<file path="src/rtl/dfm_defines.svh">
// Constants for the digital input frequency meter.
`ifndef DFM_DEFINES_SVH
`define DFM_DEFINES_SVH
`define DFM_NUM_TERM        8
`define DFM_NUM_CH          4
`define DFM_CNT_W           32
`define DFM_ADDR_W          8
`define DFM_CLK_HZ          200000000
`define DFM_REF_HZ          48000000
`define DFM_FAST_1IN_NS     1000000
`define DFM_FAST_2IN_NS     2000000
`define DFM_CLK_NS          5
`define DFM_FAST_1IN_CYC    (`DFM_FAST_1IN_NS / `DFM_CLK_NS)
`define DFM_FAST_2IN_CYC    (`DFM_FAST_2IN_NS / `DFM_CLK_NS)
`define DFM_IVL_LEN_RESET   32'h0000C350
`define DFM_REF_PH_W        24
`define DFM_REF_INC         24'h3D70A4
`define DFM_REG_CTRL        8'h00
`define DFM_REG_IVL_LEN     8'h04
`define DFM_REG_STATUS_IN   8'h08
`define DFM_REG_IRQ_STAT    8'h0C
`define DFM_REG_IRQ_CLR     8'h10
`define DFM_REG_IRQ_EN      8'h14
`define DFM_REG_DIR         8'h18
`define DFM_REG_CH_BASE     8'h20
`define DFM_CH_STRIDE       8'h10
`define DFM_CH_PULSE        2'h0
`define DFM_CH_REFCNT       2'h1
`define DFM_CH_INTERVAL     2'h2
`define DFM_CH_EDGE_REF     2'h3
`define DFM_CTRL_EN_LSB     0
`define DFM_CTRL_FALL_LSB   4
`define DFM_CTRL_RECIP_LSB  8
`define DFM_CTRL_FAST_LSB   12
`define DFM_CTRL_FAST2_BIT  13
`define DFM_CTRL_RESET      32'h00000000
`endif

</file>
<file path="src/rtl/dfm_pkg.sv">
// Types for the digital input frequency meter.
`include "dfm_defines.svh"
package dfm_pkg;
  typedef logic [`DFM_CNT_W-1:0] dfm_word_t;
  typedef struct packed {
    dfm_word_t pulse;
    dfm_word_t refcnt;
    dfm_word_t interval;
    dfm_word_t edge_ref;
    logic      valid;
    logic      dir;
  } dfm_snap_s;
  typedef struct packed {
    logic [3:0] en;
    logic [3:0] fall;
    logic [3:0] recip;
    logic       fast;
    logic       fast_two;
  } dfm_ctrl_s;
  typedef enum logic [0:0] {DFM_RUN, DFM_LATCH} dfm_phase_e;
  typedef struct packed {
    dfm_ctrl_s                   ctrl;
    dfm_word_t                   ivl_len;
    dfm_word_t                   ivl_cnt;
    logic [`DFM_REF_PH_W-1:0]    ref_ph;
    dfm_word_t                   ref_cnt;
    logic [7:0]                  status;
    logic [7:0]                  prev;
    dfm_word_t [3:0]             pulse;
    dfm_word_t [3:0]             last_edge_ref;
    dfm_word_t [3:0]             prev_pulse;
    dfm_word_t [3:0]             prev_ref;
    dfm_snap_s [3:0]             snap;
    logic [3:0]                  dir;
    logic [3:0]                  irq_stat;
    logic [3:0]                  irq_en;
    logic                        irq;
    dfm_word_t                   rdata;
    dfm_phase_e                  phase;
  } dfm_state_s;
endpackage

</file>
<file path="src/rtl/dfm_meter.sv">
// Eight-terminal digital input frequency meter with status sampling.
//
// Design decisions made here: the register addresses and the strobed register port.
`timescale 1ns/1ps
`default_nettype none
`include "dfm_defines.svh"
// Contract
// Interval count is snapshot minus previous snapshot.
// Plain mode: pulses per interval over length.
// Period longer than interval marks result invalid.
// Keep pulse, reference and interval counters.
// Latch reference count at selected input edge.
// Latch pulse and interval counts at end.
// Reciprocal: pulses over reference counts times fref.
// Wrapping 32-bit counters never overflow per interval.
// Quadrature pair gives rotation direction.
// Channel N pulse on N, direction N+4.
// Sample status inputs continuously, read as bits.
// Low input voltage reads as logic one.
// Four frequency channels, eight status inputs.
// Any function mix within eight terminals accepted.
// Fast variant: two channels, 1 or 2 ms.
// Fast variant reference clock is 48 MHz.
// Interval counter restarts without stopping counters.
module dfm_meter (
  input  wire logic                  core_clk,
  input  wire logic                  reset,
  input  wire logic [7:0]            term_in,
  input  wire logic [`DFM_ADDR_W-1:0] addr,
  input  wire logic [31:0]           wdata,
  input  wire logic                  wr,
  input  wire logic                  rd,
  output logic [31:0]                rdata,
  output logic [7:0]                 status_out,
  output logic                       irq
);
  dfm_pkg::dfm_state_s state_reg;
  dfm_pkg::dfm_state_s state_next;

  // Selects the pulse terminal of a channel; fast mode uses 0 and 4.
  function automatic logic [2:0] pulse_term(input logic [1:0] ch,
                                            input logic       fast);
    if (fast) begin
      pulse_term = (ch == 2'h1) ? 3'h4 : 3'h0;
    end else begin
      pulse_term = {1'b0, ch};
    end
  endfunction

  function automatic logic [2:0] dir_term(input logic [1:0] ch,
                                          input logic       fast);
    if (fast) begin
      dir_term = (ch == 2'h1) ? 3'h5 : 3'h1;
    end else begin
      dir_term = {1'b1, ch};
    end
  endfunction

  // Fast mode leaves only the first channel, or the first two.
  function automatic logic chan_active(
      input logic [1:0]         ch,
      input dfm_pkg::dfm_ctrl_s c);
    logic in_fast;
    in_fast = (ch == 2'h0) || ((ch == 2'h1) && c.fast_two);
    chan_active = c.en[ch] && (!c.fast || in_fast);
  endfunction

  function automatic logic is_chan_addr(
      input logic [`DFM_ADDR_W-1:0] a);
    is_chan_addr = (a >= `DFM_REG_CH_BASE) &&
                   (a < (`DFM_REG_CH_BASE + 8'h40));
  endfunction

  function automatic logic [1:0] chan_of_addr(
      input logic [`DFM_ADDR_W-1:0] a);
    logic [`DFM_ADDR_W-1:0] off;
    off = a - `DFM_REG_CH_BASE;
    chan_of_addr = off[5:4];
  endfunction

  function automatic dfm_pkg::dfm_word_t chan_field(
      input dfm_pkg::dfm_snap_s s,
      input logic [1:0]         sel);
    case (sel)
      `DFM_CH_PULSE: begin
        chan_field = s.pulse;
      end
      `DFM_CH_REFCNT: begin
        chan_field = s.refcnt;
      end
      `DFM_CH_INTERVAL: begin
        chan_field = s.interval;
      end
      default: begin
        chan_field = s.edge_ref;
      end
    endcase
  endfunction

  function automatic dfm_pkg::dfm_word_t ctrl_pack(
      input dfm_pkg::dfm_ctrl_s c);
    dfm_pkg::dfm_word_t w;
    w = 32'h00000000;
    w[`DFM_CTRL_EN_LSB +: 4]    = c.en;
    w[`DFM_CTRL_FALL_LSB +: 4]  = c.fall;
    w[`DFM_CTRL_RECIP_LSB +: 4] = c.recip;
    w[`DFM_CTRL_FAST_LSB]       = c.fast;
    w[`DFM_CTRL_FAST2_BIT]      = c.fast_two;
    ctrl_pack = w;
  endfunction

  function automatic dfm_pkg::dfm_ctrl_s ctrl_unpack(
      input dfm_pkg::dfm_word_t w);
    dfm_pkg::dfm_ctrl_s c;
    c.en       = w[`DFM_CTRL_EN_LSB +: 4];
    c.fall     = w[`DFM_CTRL_FALL_LSB +: 4];
    c.recip    = w[`DFM_CTRL_RECIP_LSB +: 4];
    c.fast     = w[`DFM_CTRL_FAST_LSB];
    c.fast_two = w[`DFM_CTRL_FAST2_BIT];
    ctrl_unpack = c;
  endfunction

  // Differences are modulo 2^32, so a counter wrap inside the
  // interval does not disturb the result.
  function automatic dfm_pkg::dfm_snap_s take_snap(
      input dfm_pkg::dfm_word_t pulse_now,
      input dfm_pkg::dfm_word_t pulse_old,
      input dfm_pkg::dfm_word_t edge_now,
      input dfm_pkg::dfm_word_t edge_old,
      input dfm_pkg::dfm_word_t cnt,
      input logic               dir);
    dfm_pkg::dfm_snap_s s;
    s.pulse    = pulse_now - pulse_old;
    s.refcnt   = edge_now - edge_old;
    s.interval = cnt + 32'h00000001;
    s.edge_ref = edge_now;
    s.dir      = dir;
    // No edge at all means the period outlasts the interval.
    s.valid    = (pulse_now != pulse_old);
    take_snap  = s;
  endfunction

  logic [7:0]         rise_edge;
  logic [7:0]         fall_edge;
  logic [3:0]         chan_on;
  logic [3:0]         chan_hit;
  logic [3:0]         chan_dir;
  logic               fast_tick;
  logic               ivl_end;
  dfm_pkg::dfm_word_t fast_len;

  always_comb begin
    fast_len = state_reg.ctrl.fast_two ? 32'(`DFM_FAST_2IN_CYC)
                                       : 32'(`DFM_FAST_1IN_CYC);
    fast_tick = state_reg.ctrl.fast &&
                (state_reg.ivl_cnt >= fast_len - 32'h00000001);
    if (state_reg.ctrl.fast) begin
      ivl_end = fast_tick;
    end else begin
      ivl_end = state_reg.ivl_cnt >= state_reg.ivl_len - 32'h00000001;
    end
  end

  genvar g;
  generate
    for (g = 0; g < `DFM_NUM_TERM; g++) begin : g_edge
      assign rise_edge[g] = !state_reg.prev[g] && state_reg.status[g];
      assign fall_edge[g] = state_reg.prev[g] && !state_reg.status[g];
    end
  endgenerate

  genvar c;
  generate
    for (c = 0; c < `DFM_NUM_CH; c++) begin : g_chan
      logic [2:0] pt;
      logic [2:0] dt;
      assign pt = pulse_term(2'(c), state_reg.ctrl.fast);
      assign dt = dir_term(2'(c), state_reg.ctrl.fast);
      assign chan_on[c] = chan_active(2'(c), state_reg.ctrl);
      // Polarity is chosen per channel, not per terminal, so the
      // fast variant's second channel keeps its own setting.
      assign chan_hit[c] = chan_on[c] && (state_reg.ctrl.fall[c]
                                          ? fall_edge[pt]
                                          : rise_edge[pt]);
      assign chan_dir[c] = state_reg.status[dt];
    end
  endgenerate

  always_comb begin
    dfm_pkg::dfm_word_t rd_word;
    logic [1:0]         ch;
    rd_word = 32'h00000000;
    ch = 2'h0;
    state_next = state_reg;

    state_next.prev   = state_reg.status;
    state_next.status = ~term_in;

    // The interval counter only restarts; pulse and reference
    // counters free-run across boundaries so no edge is lost.
    if (ivl_end) begin
      state_next.ivl_cnt = 32'h00000000;
    end else begin
      state_next.ivl_cnt = state_reg.ivl_cnt + 32'h00000001;
    end

    // Each carry of the phase accumulator is one 48 MHz tick.
    state_next.ref_ph = 24'(state_reg.ref_ph + `DFM_REF_INC);
    if (state_next.ref_ph < state_reg.ref_ph) begin
      state_next.ref_cnt = state_reg.ref_cnt + 32'h00000001;
    end

    if (ivl_end) begin
      state_next.phase = dfm_pkg::DFM_LATCH;
    end else begin
      state_next.phase = dfm_pkg::DFM_RUN;
    end

    for (int i = 0; i < `DFM_NUM_CH; i++) begin
      if (chan_hit[i]) begin
        state_next.pulse[i] = state_reg.pulse[i] + 32'h00000001;
        if (state_reg.ctrl.recip[i] || state_reg.ctrl.fast) begin
          state_next.last_edge_ref[i] = state_reg.ref_cnt;
        end
        // Quadrature: other phase high at this edge means forward.
        state_next.dir[i] = chan_dir[i];
      end
    end

    if (ivl_end) begin
      for (int i = 0; i < `DFM_NUM_CH; i++) begin
        state_next.snap[i] = take_snap(state_reg.pulse[i],
                                       state_reg.prev_pulse[i],
                                       state_reg.last_edge_ref[i],
                                       state_reg.prev_ref[i],
                                       state_reg.ivl_cnt,
                                       state_reg.dir[i]);
        state_next.prev_pulse[i] = state_reg.pulse[i];
        state_next.prev_ref[i] = state_reg.last_edge_ref[i];
      end
    end

    if (wr) begin
      case (addr)
        `DFM_REG_CTRL: begin
          state_next.ctrl = ctrl_unpack(wdata);
        end
        `DFM_REG_IVL_LEN: begin
          // A zero length would stretch an interval to 2^32 cycles.
          if (wdata == 32'h00000000) begin
            state_next.ivl_len = 32'h00000001;
          end else begin
            state_next.ivl_len = wdata;
          end
        end
        `DFM_REG_IRQ_CLR: begin
          state_next.irq_stat = state_reg.irq_stat & ~wdata[3:0];
        end
        `DFM_REG_IRQ_EN: begin
          state_next.irq_en = wdata[3:0];
        end
        default: begin
        end
      endcase
    end

    // Applied after the clear, so an interval end in the same cycle
    // is never lost to software.
    if (ivl_end) begin
      state_next.irq_stat = state_next.irq_stat | chan_on;
    end

    if (rd) begin
      case (addr)
        `DFM_REG_CTRL: begin
          rd_word = ctrl_pack(state_reg.ctrl);
        end
        `DFM_REG_IVL_LEN: begin
          rd_word = state_reg.ivl_len;
        end
        `DFM_REG_STATUS_IN: begin
          rd_word = {24'h000000, state_reg.status};
        end
        `DFM_REG_IRQ_STAT: begin
          rd_word = {28'h0000000, state_reg.irq_stat};
        end
        `DFM_REG_IRQ_EN: begin
          rd_word = {28'h0000000, state_reg.irq_en};
        end
        `DFM_REG_DIR: begin
          for (int i = 0; i < `DFM_NUM_CH; i++) begin
            rd_word[i]     = state_reg.snap[i].dir;
            rd_word[8 + i] = state_reg.snap[i].valid;
          end
        end
        default: begin
          if (is_chan_addr(addr)) begin
            ch = chan_of_addr(addr);
            rd_word = chan_field(state_reg.snap[ch], addr[3:2]);
          end
        end
      endcase
    end

    state_next.rdata = rd_word;
    state_next.irq = |(state_next.irq_stat & state_next.irq_en);
  end

  always_ff @(posedge core_clk) begin
    if (reset) begin
      state_reg <= '0;
      state_reg.ivl_len <= `DFM_IVL_LEN_RESET;
      state_reg.ctrl <= dfm_pkg::dfm_ctrl_s'(`DFM_CTRL_RESET);
    end else begin
      state_reg <= state_next;
    end
  end

  assign rdata      = state_reg.rdata;
  assign status_out = state_reg.status;
  assign irq        = state_reg.irq;
endmodule
`default_nettype wire

</file>
<file path="config.mk">
export PLATFORM = sky130hd
export DESIGN_NAME = dfm_meter
export DESIGN_NICKNAME = d
export VERILOG_FILES = /design/src/rtl/dfm_pkg.sv /design/src/rtl/dfm_meter.sv
export VERILOG_INCLUDE_DIRS = /design/src /design/src/rtl
export SDC_FILE = /design/constraint.sdc
export NUM_CORES = 2
export LEC_CHECK = 0
export CAP_MARGIN = 5
export CORE_ASPECT_RATIO = 1.5
export CORE_MARGIN = 1
export CORE_UTILIZATION = 40
export CTS_BUF_LIST = sky130_fd_sc_hd__clkbuf_8
export CTS_CLUSTER_SIZE = 28
export DETAILED_ROUTE_END_ITERATION = 8
export DONT_BUFFER_PORTS = 1
export GPL_ROUTABILITY_DRIVEN = 0
export PLACE_DENSITY = 0.59
export SLEW_MARGIN = 20
export SYNTH_ARGS = -nofsm -noshare
export SYNTH_HDL_FRONTEND = slang
export SYNTH_SLANG_ARGS = --single-unit
</file>
<file path="constraint.sdc">
create_clock -name core_clk -period 11.34 [get_ports core_clk]
set_input_delay 1.701 -clock core_clk [delete_from_list [all_inputs] [get_ports core_clk]]
set_output_delay 1.701 -clock core_clk [all_outputs]
set_load 0.01 [all_outputs]
</file>
== Yosys cells after proc, flatten, opt, wreduce, memory -nomap -nowiden ==
Cells that the tools add are included.
Storage, ports and cells
  register bits after elaboration: 1003
  output and inout port bits: 41
  logic and storage cells: 205
Operators by class
  add/sub/neg operators: 18
  order comparisons: 12
  eq/ne operators: 12
  mux-type cells: 43
  bitwise gates (word level): 6
  reduce and logical (&&, ||, !) cells: 62
Operator list (number)
  $bmux W130 S2: 1
  $sub A32 B32 Y32: 8
  $add A32 B1 Y32 const B: 6
  $mux W130: 1
  $ne A32 B32 Y1: 4
  $pmux W32 S3: 1
  $ge A32 B32 Y1: 2
  $mux W32: 2
  $pmux W20 S3: 1
  $logic_not A32 Y1: 1
  $pmux W4 S4: 2
  $sub A32 B1 Y32 const B: 1
  $bmux W1 S3: 9
  $logic_and A1 B1 Y1: 25
  $add A24 B22 Y24 const B: 1
  $eq A8 B5 Y1 const B: 3
  $lt A24 B24 Y1: 1
  $pmux W4 S6: 1
  $lt A3 B4 Y1 const B: 5
  $sub A19 B1 Y20 const B: 1
  $mux W19: 1
  $logic_not A1 Y1: 17
  $eq A8 B4 Y1 const B: 2
  $mux W1: 14
  24 further kinds: 43

== Depth between registers and ports, before layout ==
  depth in word-level cells: 8
  gate-level depth with buffers: 21

== Worst setup path after synthesis ==
OpenSTA, ideal clock, no wires.
  kind: register -> register
  start: register state_reg[1187] in the netlist's numbering
  end: register state_reg[296] in the netlist's numbering
  library setup time: 0.124 ns
  arrival: 4.702 ns
  required time: 11.216 ns
  path slack: 6.514 ns
  cell stages (with the launch flop): 21
  cell sequence: dfxtp_1 > clkbuf_1 > or4_1 > nor4_2 > nand3_1 > or4_1 > nor4_1 > xnor2_1 > ha_1 > and3_1 > and3_1 > o21ai_0 > nand3_1 > a311oi_1 > o2bb2ai_1 > clkbuf_1 > clkbuf_1 > clkbuf_1 > nor3_1 > mux2i_1 > nand3_1
Between the ends
  cells in the longest elaborated chain, start to end: 3
Ends and longest elaborated chain
  start, declared: RTL line dfm_meter.sv:37  | dfm_pkg::dfm_state_s state_reg;
  start signal, assigned: RTL line dfm_meter.sv:315  | state_reg <= state_next;
  $sub A32 B1 Y32: RTL line dfm_meter.sv:160  | ivl_end = state_reg.ivl_cnt >= state_reg.ivl_len - 32'h00000001;
  $ge A32 B32 Y1: RTL line dfm_meter.sv:160
  $mux W1: RTL line dfm_meter.sv:157  | if (state_reg.ctrl.fast) begin
Every way passes these cells.
A chain may end at the register's enable or synchronous reset.

== Final worst setup path ==
  start: register state_reg[1187] in the netlist's numbering
  end: register state_reg[532] in the netlist's numbering
Same word-level chain as after synthesis.

==> impl_results.md <==
* Slew margin rel. at -142%
* Worst-Margin Slew at 3630 ps
* Int Pwr at 5.15 mW
* Hold Vio Cnt, Final at 0
* Critical Path AT at 7730 ps
* P&R area growth vs syn at 7.12%
* Top delay family on crit path: simple AND/OR/NAND/NOR gates
* Grt ovf at 0
* Synth top area share at 36.9%
* Min-delay src: state_reg[42]
* Worst vdd ir at 0.105 mV
* CTS Buf Count at 154
* Dpl cell area at 55000 um^2
* Net Sw Power at 1.66 mW
* Reg power frac at 52.2%
* Most frequent cells in the layout: 1337 x nand2_1, 998 x dfxtp_1, 808 x a21oi_1
* Die Ht at 452 um
* PortBufs at 0
* Combinational Power Share at 3.7%
* Clock-pin transition on the worst setup and hold timing paths at 70 ps
* Later-pin clock latency in the skew report at 890 ps
* Top cells by area, synth: dfxtp_1 37%, nand2_1 9.3%, a21oi_1 7.5%, ha_1 7.1%, mux4_2 5.5%
* Post-synthesis net count at 7037
* Die width at 302 um
* Setup violators final at 0
* Ys flop type: dfxtp_1
* Failing checks: max-slew violations
* Maxcap violations at 0
* Biggest area consumer among synthesized cells: dfxtp_1
* FF/Latch Area at 20000 um^2
* H-tree levels at 4
* R2r endpoint: state_reg[532]
* Startpoint types: flip-flop
* Critical path's slowest cell: buf_4
* DRC at 0
* Final #Nets at 6843
* Total number of vias at 46.6k
* Most common cell after layout, fill and taps aside: nand2_1
* Area of the mapped netlist at 54100 um^2
* Layout cells sized above 1 at 6.78%
* Share of the clock period used by the worst path at 61.5%
* Max reg flops at 956
* Setup WS pre-CTS at 4540 ps
* Post-CTS Setup Repair Bufs at 0
* Die area at 137000 um^2
* Worst path cell trace: or4_1 > nor4_2 > nand3_1 > or4_1 > nor4_1 > xnor2_1 > ha_1 > and3_1 > and3_1 > o21ai_0 > nand3_1 > a311oi_1 > o2bb2ai_4 > buf_4 > buf_4 > nor2_1 > a32o_1
* Hold_ws at 441 ps
* WS Path Type: flip-flop to flip-flop
* Synthesized area per cell at 8.11 um^2
* Via-to-Cell Ratio at 5.59
* PwrDens at 118 nW/um^2
* Worst path bufs/invs at 2
* Design Area, Final at 58000 um^2
* Final Max Tran Viols at 576
* Hold EP: state_reg[46]
* Number of fill cells in the layout at 13.5k
* Pre-antenna DRT Iters at 6
* HP Class: flip-flop to flip-flop
* CTS-repair resized insts at 0
* Core area at 134000 um^2
* Starting density of the core at 40.4%
* Routed wire length at 171000 um
* ANT nets after route at 0
* Initial antenna violation count at 15
* Flop2flop setup slack at 4370 ps
* Post-synthesis register bit count at 998
* Worst R2R Path Depth at 17
* Clock network power share at 44.0%
* Max Clk Rate at 143 MHz
* Final min period at 6970 ps
* CTS Sinks at 998
* Sw Share at 24.4%
* Syn Inst Count at 6672
* Worst Setup Slack, final at 4370 ps
* EDFF count, synth at 0
* Vias in the first global route at 44.6k
* CTS tree: yes
* Worst-path fanout max at 93
* Synth unique cells at 88
* Clock Tree Root: clkbuf_8
* Worst Skew at 37.2 ps
* CTS Buffer Depth at 3
* DR WL/cell at 20.6 um
* Cell Count, Final, Fillers Out at 8331
* Setup crit end kind: flip-flop
* Share of synthesized registers carrying an async set or reset at 0%
* CTS Hold Bufs at 0
* Worst hold path cell count at 2
* Largest net degree at the start of global routing at 922
* Worst R2R Start: state_reg[1187]
* GRT Overall Usage at 24.6%
* Post-DP HPWL at 121000 um
* Final core utilization at 43.3%
* Post-synthesis sequential area ratio at 36.9%
* Drt initial violations at 3681
* Status: complete, but fails checks
* First-pass GRT wire length at 261000 um
* Total Neg Setup Slack at 0 ps
* Critical Path RT at 12100 ps
* Footprint of the multi-input gates at 31200 um^2
* # IOs at 93
* Unrepaired setup endpoints after global routing: no
* Ys Warns at 0
* Rows at 164
* Post-placement cell count at 8065
* Overall power at 6.82 mW
* Leakage at 20.8 nW
* Peak per-stage delay on the critical path at 890 ps
[cell families after synthesis]
group                      count (synthesis)  share of synthesized area (%)
AOI/OAI and AO/OA                       1558                           17.3
and+or+nand+nor                         2535                           20.9
adders and majority gates                313                           7.35
buffers and inverters                    735                           5.50
DFF                                      998                           36.9
muxes                                    156                           5.94
xor gates and xnor gates                 377                           6.10
[Yosys cell counts (47+ instances only)]
master / number
o21a_1: 47
nor2_1: 498
and3_1: 72
a21oi_1: 808
nor3_1: 92
xnor2_1: 225
mux4_2: 132
a21o_1: 135
a22oi_1: 48
dfxtp_1: 998
ha_1: 305
xor2_1: 152
nand3_1: 144
a211oi_1: 81
o21ai_0: 184
or3_1: 59
inv_1: 348
clkbuf_1: 277
nand4_1: 70
nand2_1: 1339
[cell type report]
type	instances	area share, %
Multi-Input combinational cell	4939	53.9
Sequential cell	998	34.5
Clock buffer	183	4.35
Tap cell	1743	3.76
Inverter	349	2.26
Clock inverter	78	0.730
Timing Repair Buffer	36	0.531
Antenna cell	5	0.0216
[tightest hold or removal path, delay by kind of cell, from the launching register on]
| kind | cells | cell delay [ps] |
|---|---|---|
| compound gates | 1 | 50 |
| flops | 1 | 310 |
| simple gates | 1 | 50 |
[worst max-delay path by stage]
stage,from,to,slack [ps],cells past startpoint
3_3_place_gp,state_reg[1187],state_reg[532],4600,17
3_5_place_dp,state_reg[1187],state_reg[532],4540,17
5_1_grt,state_reg[1187],state_reg[532],4100,17
2_1_floorplan,state_reg[1187],state_reg[296],6510,20
4_1_cts,state_reg[1187],state_reg[532],4500,17
6_report,state_reg[1187],state_reg[532],4370,17
[power groups by stage]
stage	logic [mW]	registers, mW	clock network [mW]
floorplan	0.276	3.63	0
global placement	0.251	3.64	0
detailed placement	0.255	3.64	0
CTS	0.256	3.56	3.07
global route	0.283	3.56	3.21
finish	0.255	3.56	3.00
[per-layer routing]
| layer | vias up | share of wire, % | track usage (%) |
|---|---|---|---|
| li1 | 22700 | - | - |
| met1 | 22400 | 40 | 28.1 |
| met2 | 1192 | 50 | 43.2 |
| met3 | 402 | 4.6 | 3.96 |
| met4 | 4 | 6.1 | 14.2 |
| met5 | - | 0.020 | 0 |
No activity file was read; power rests on OpenSTA's default activity.
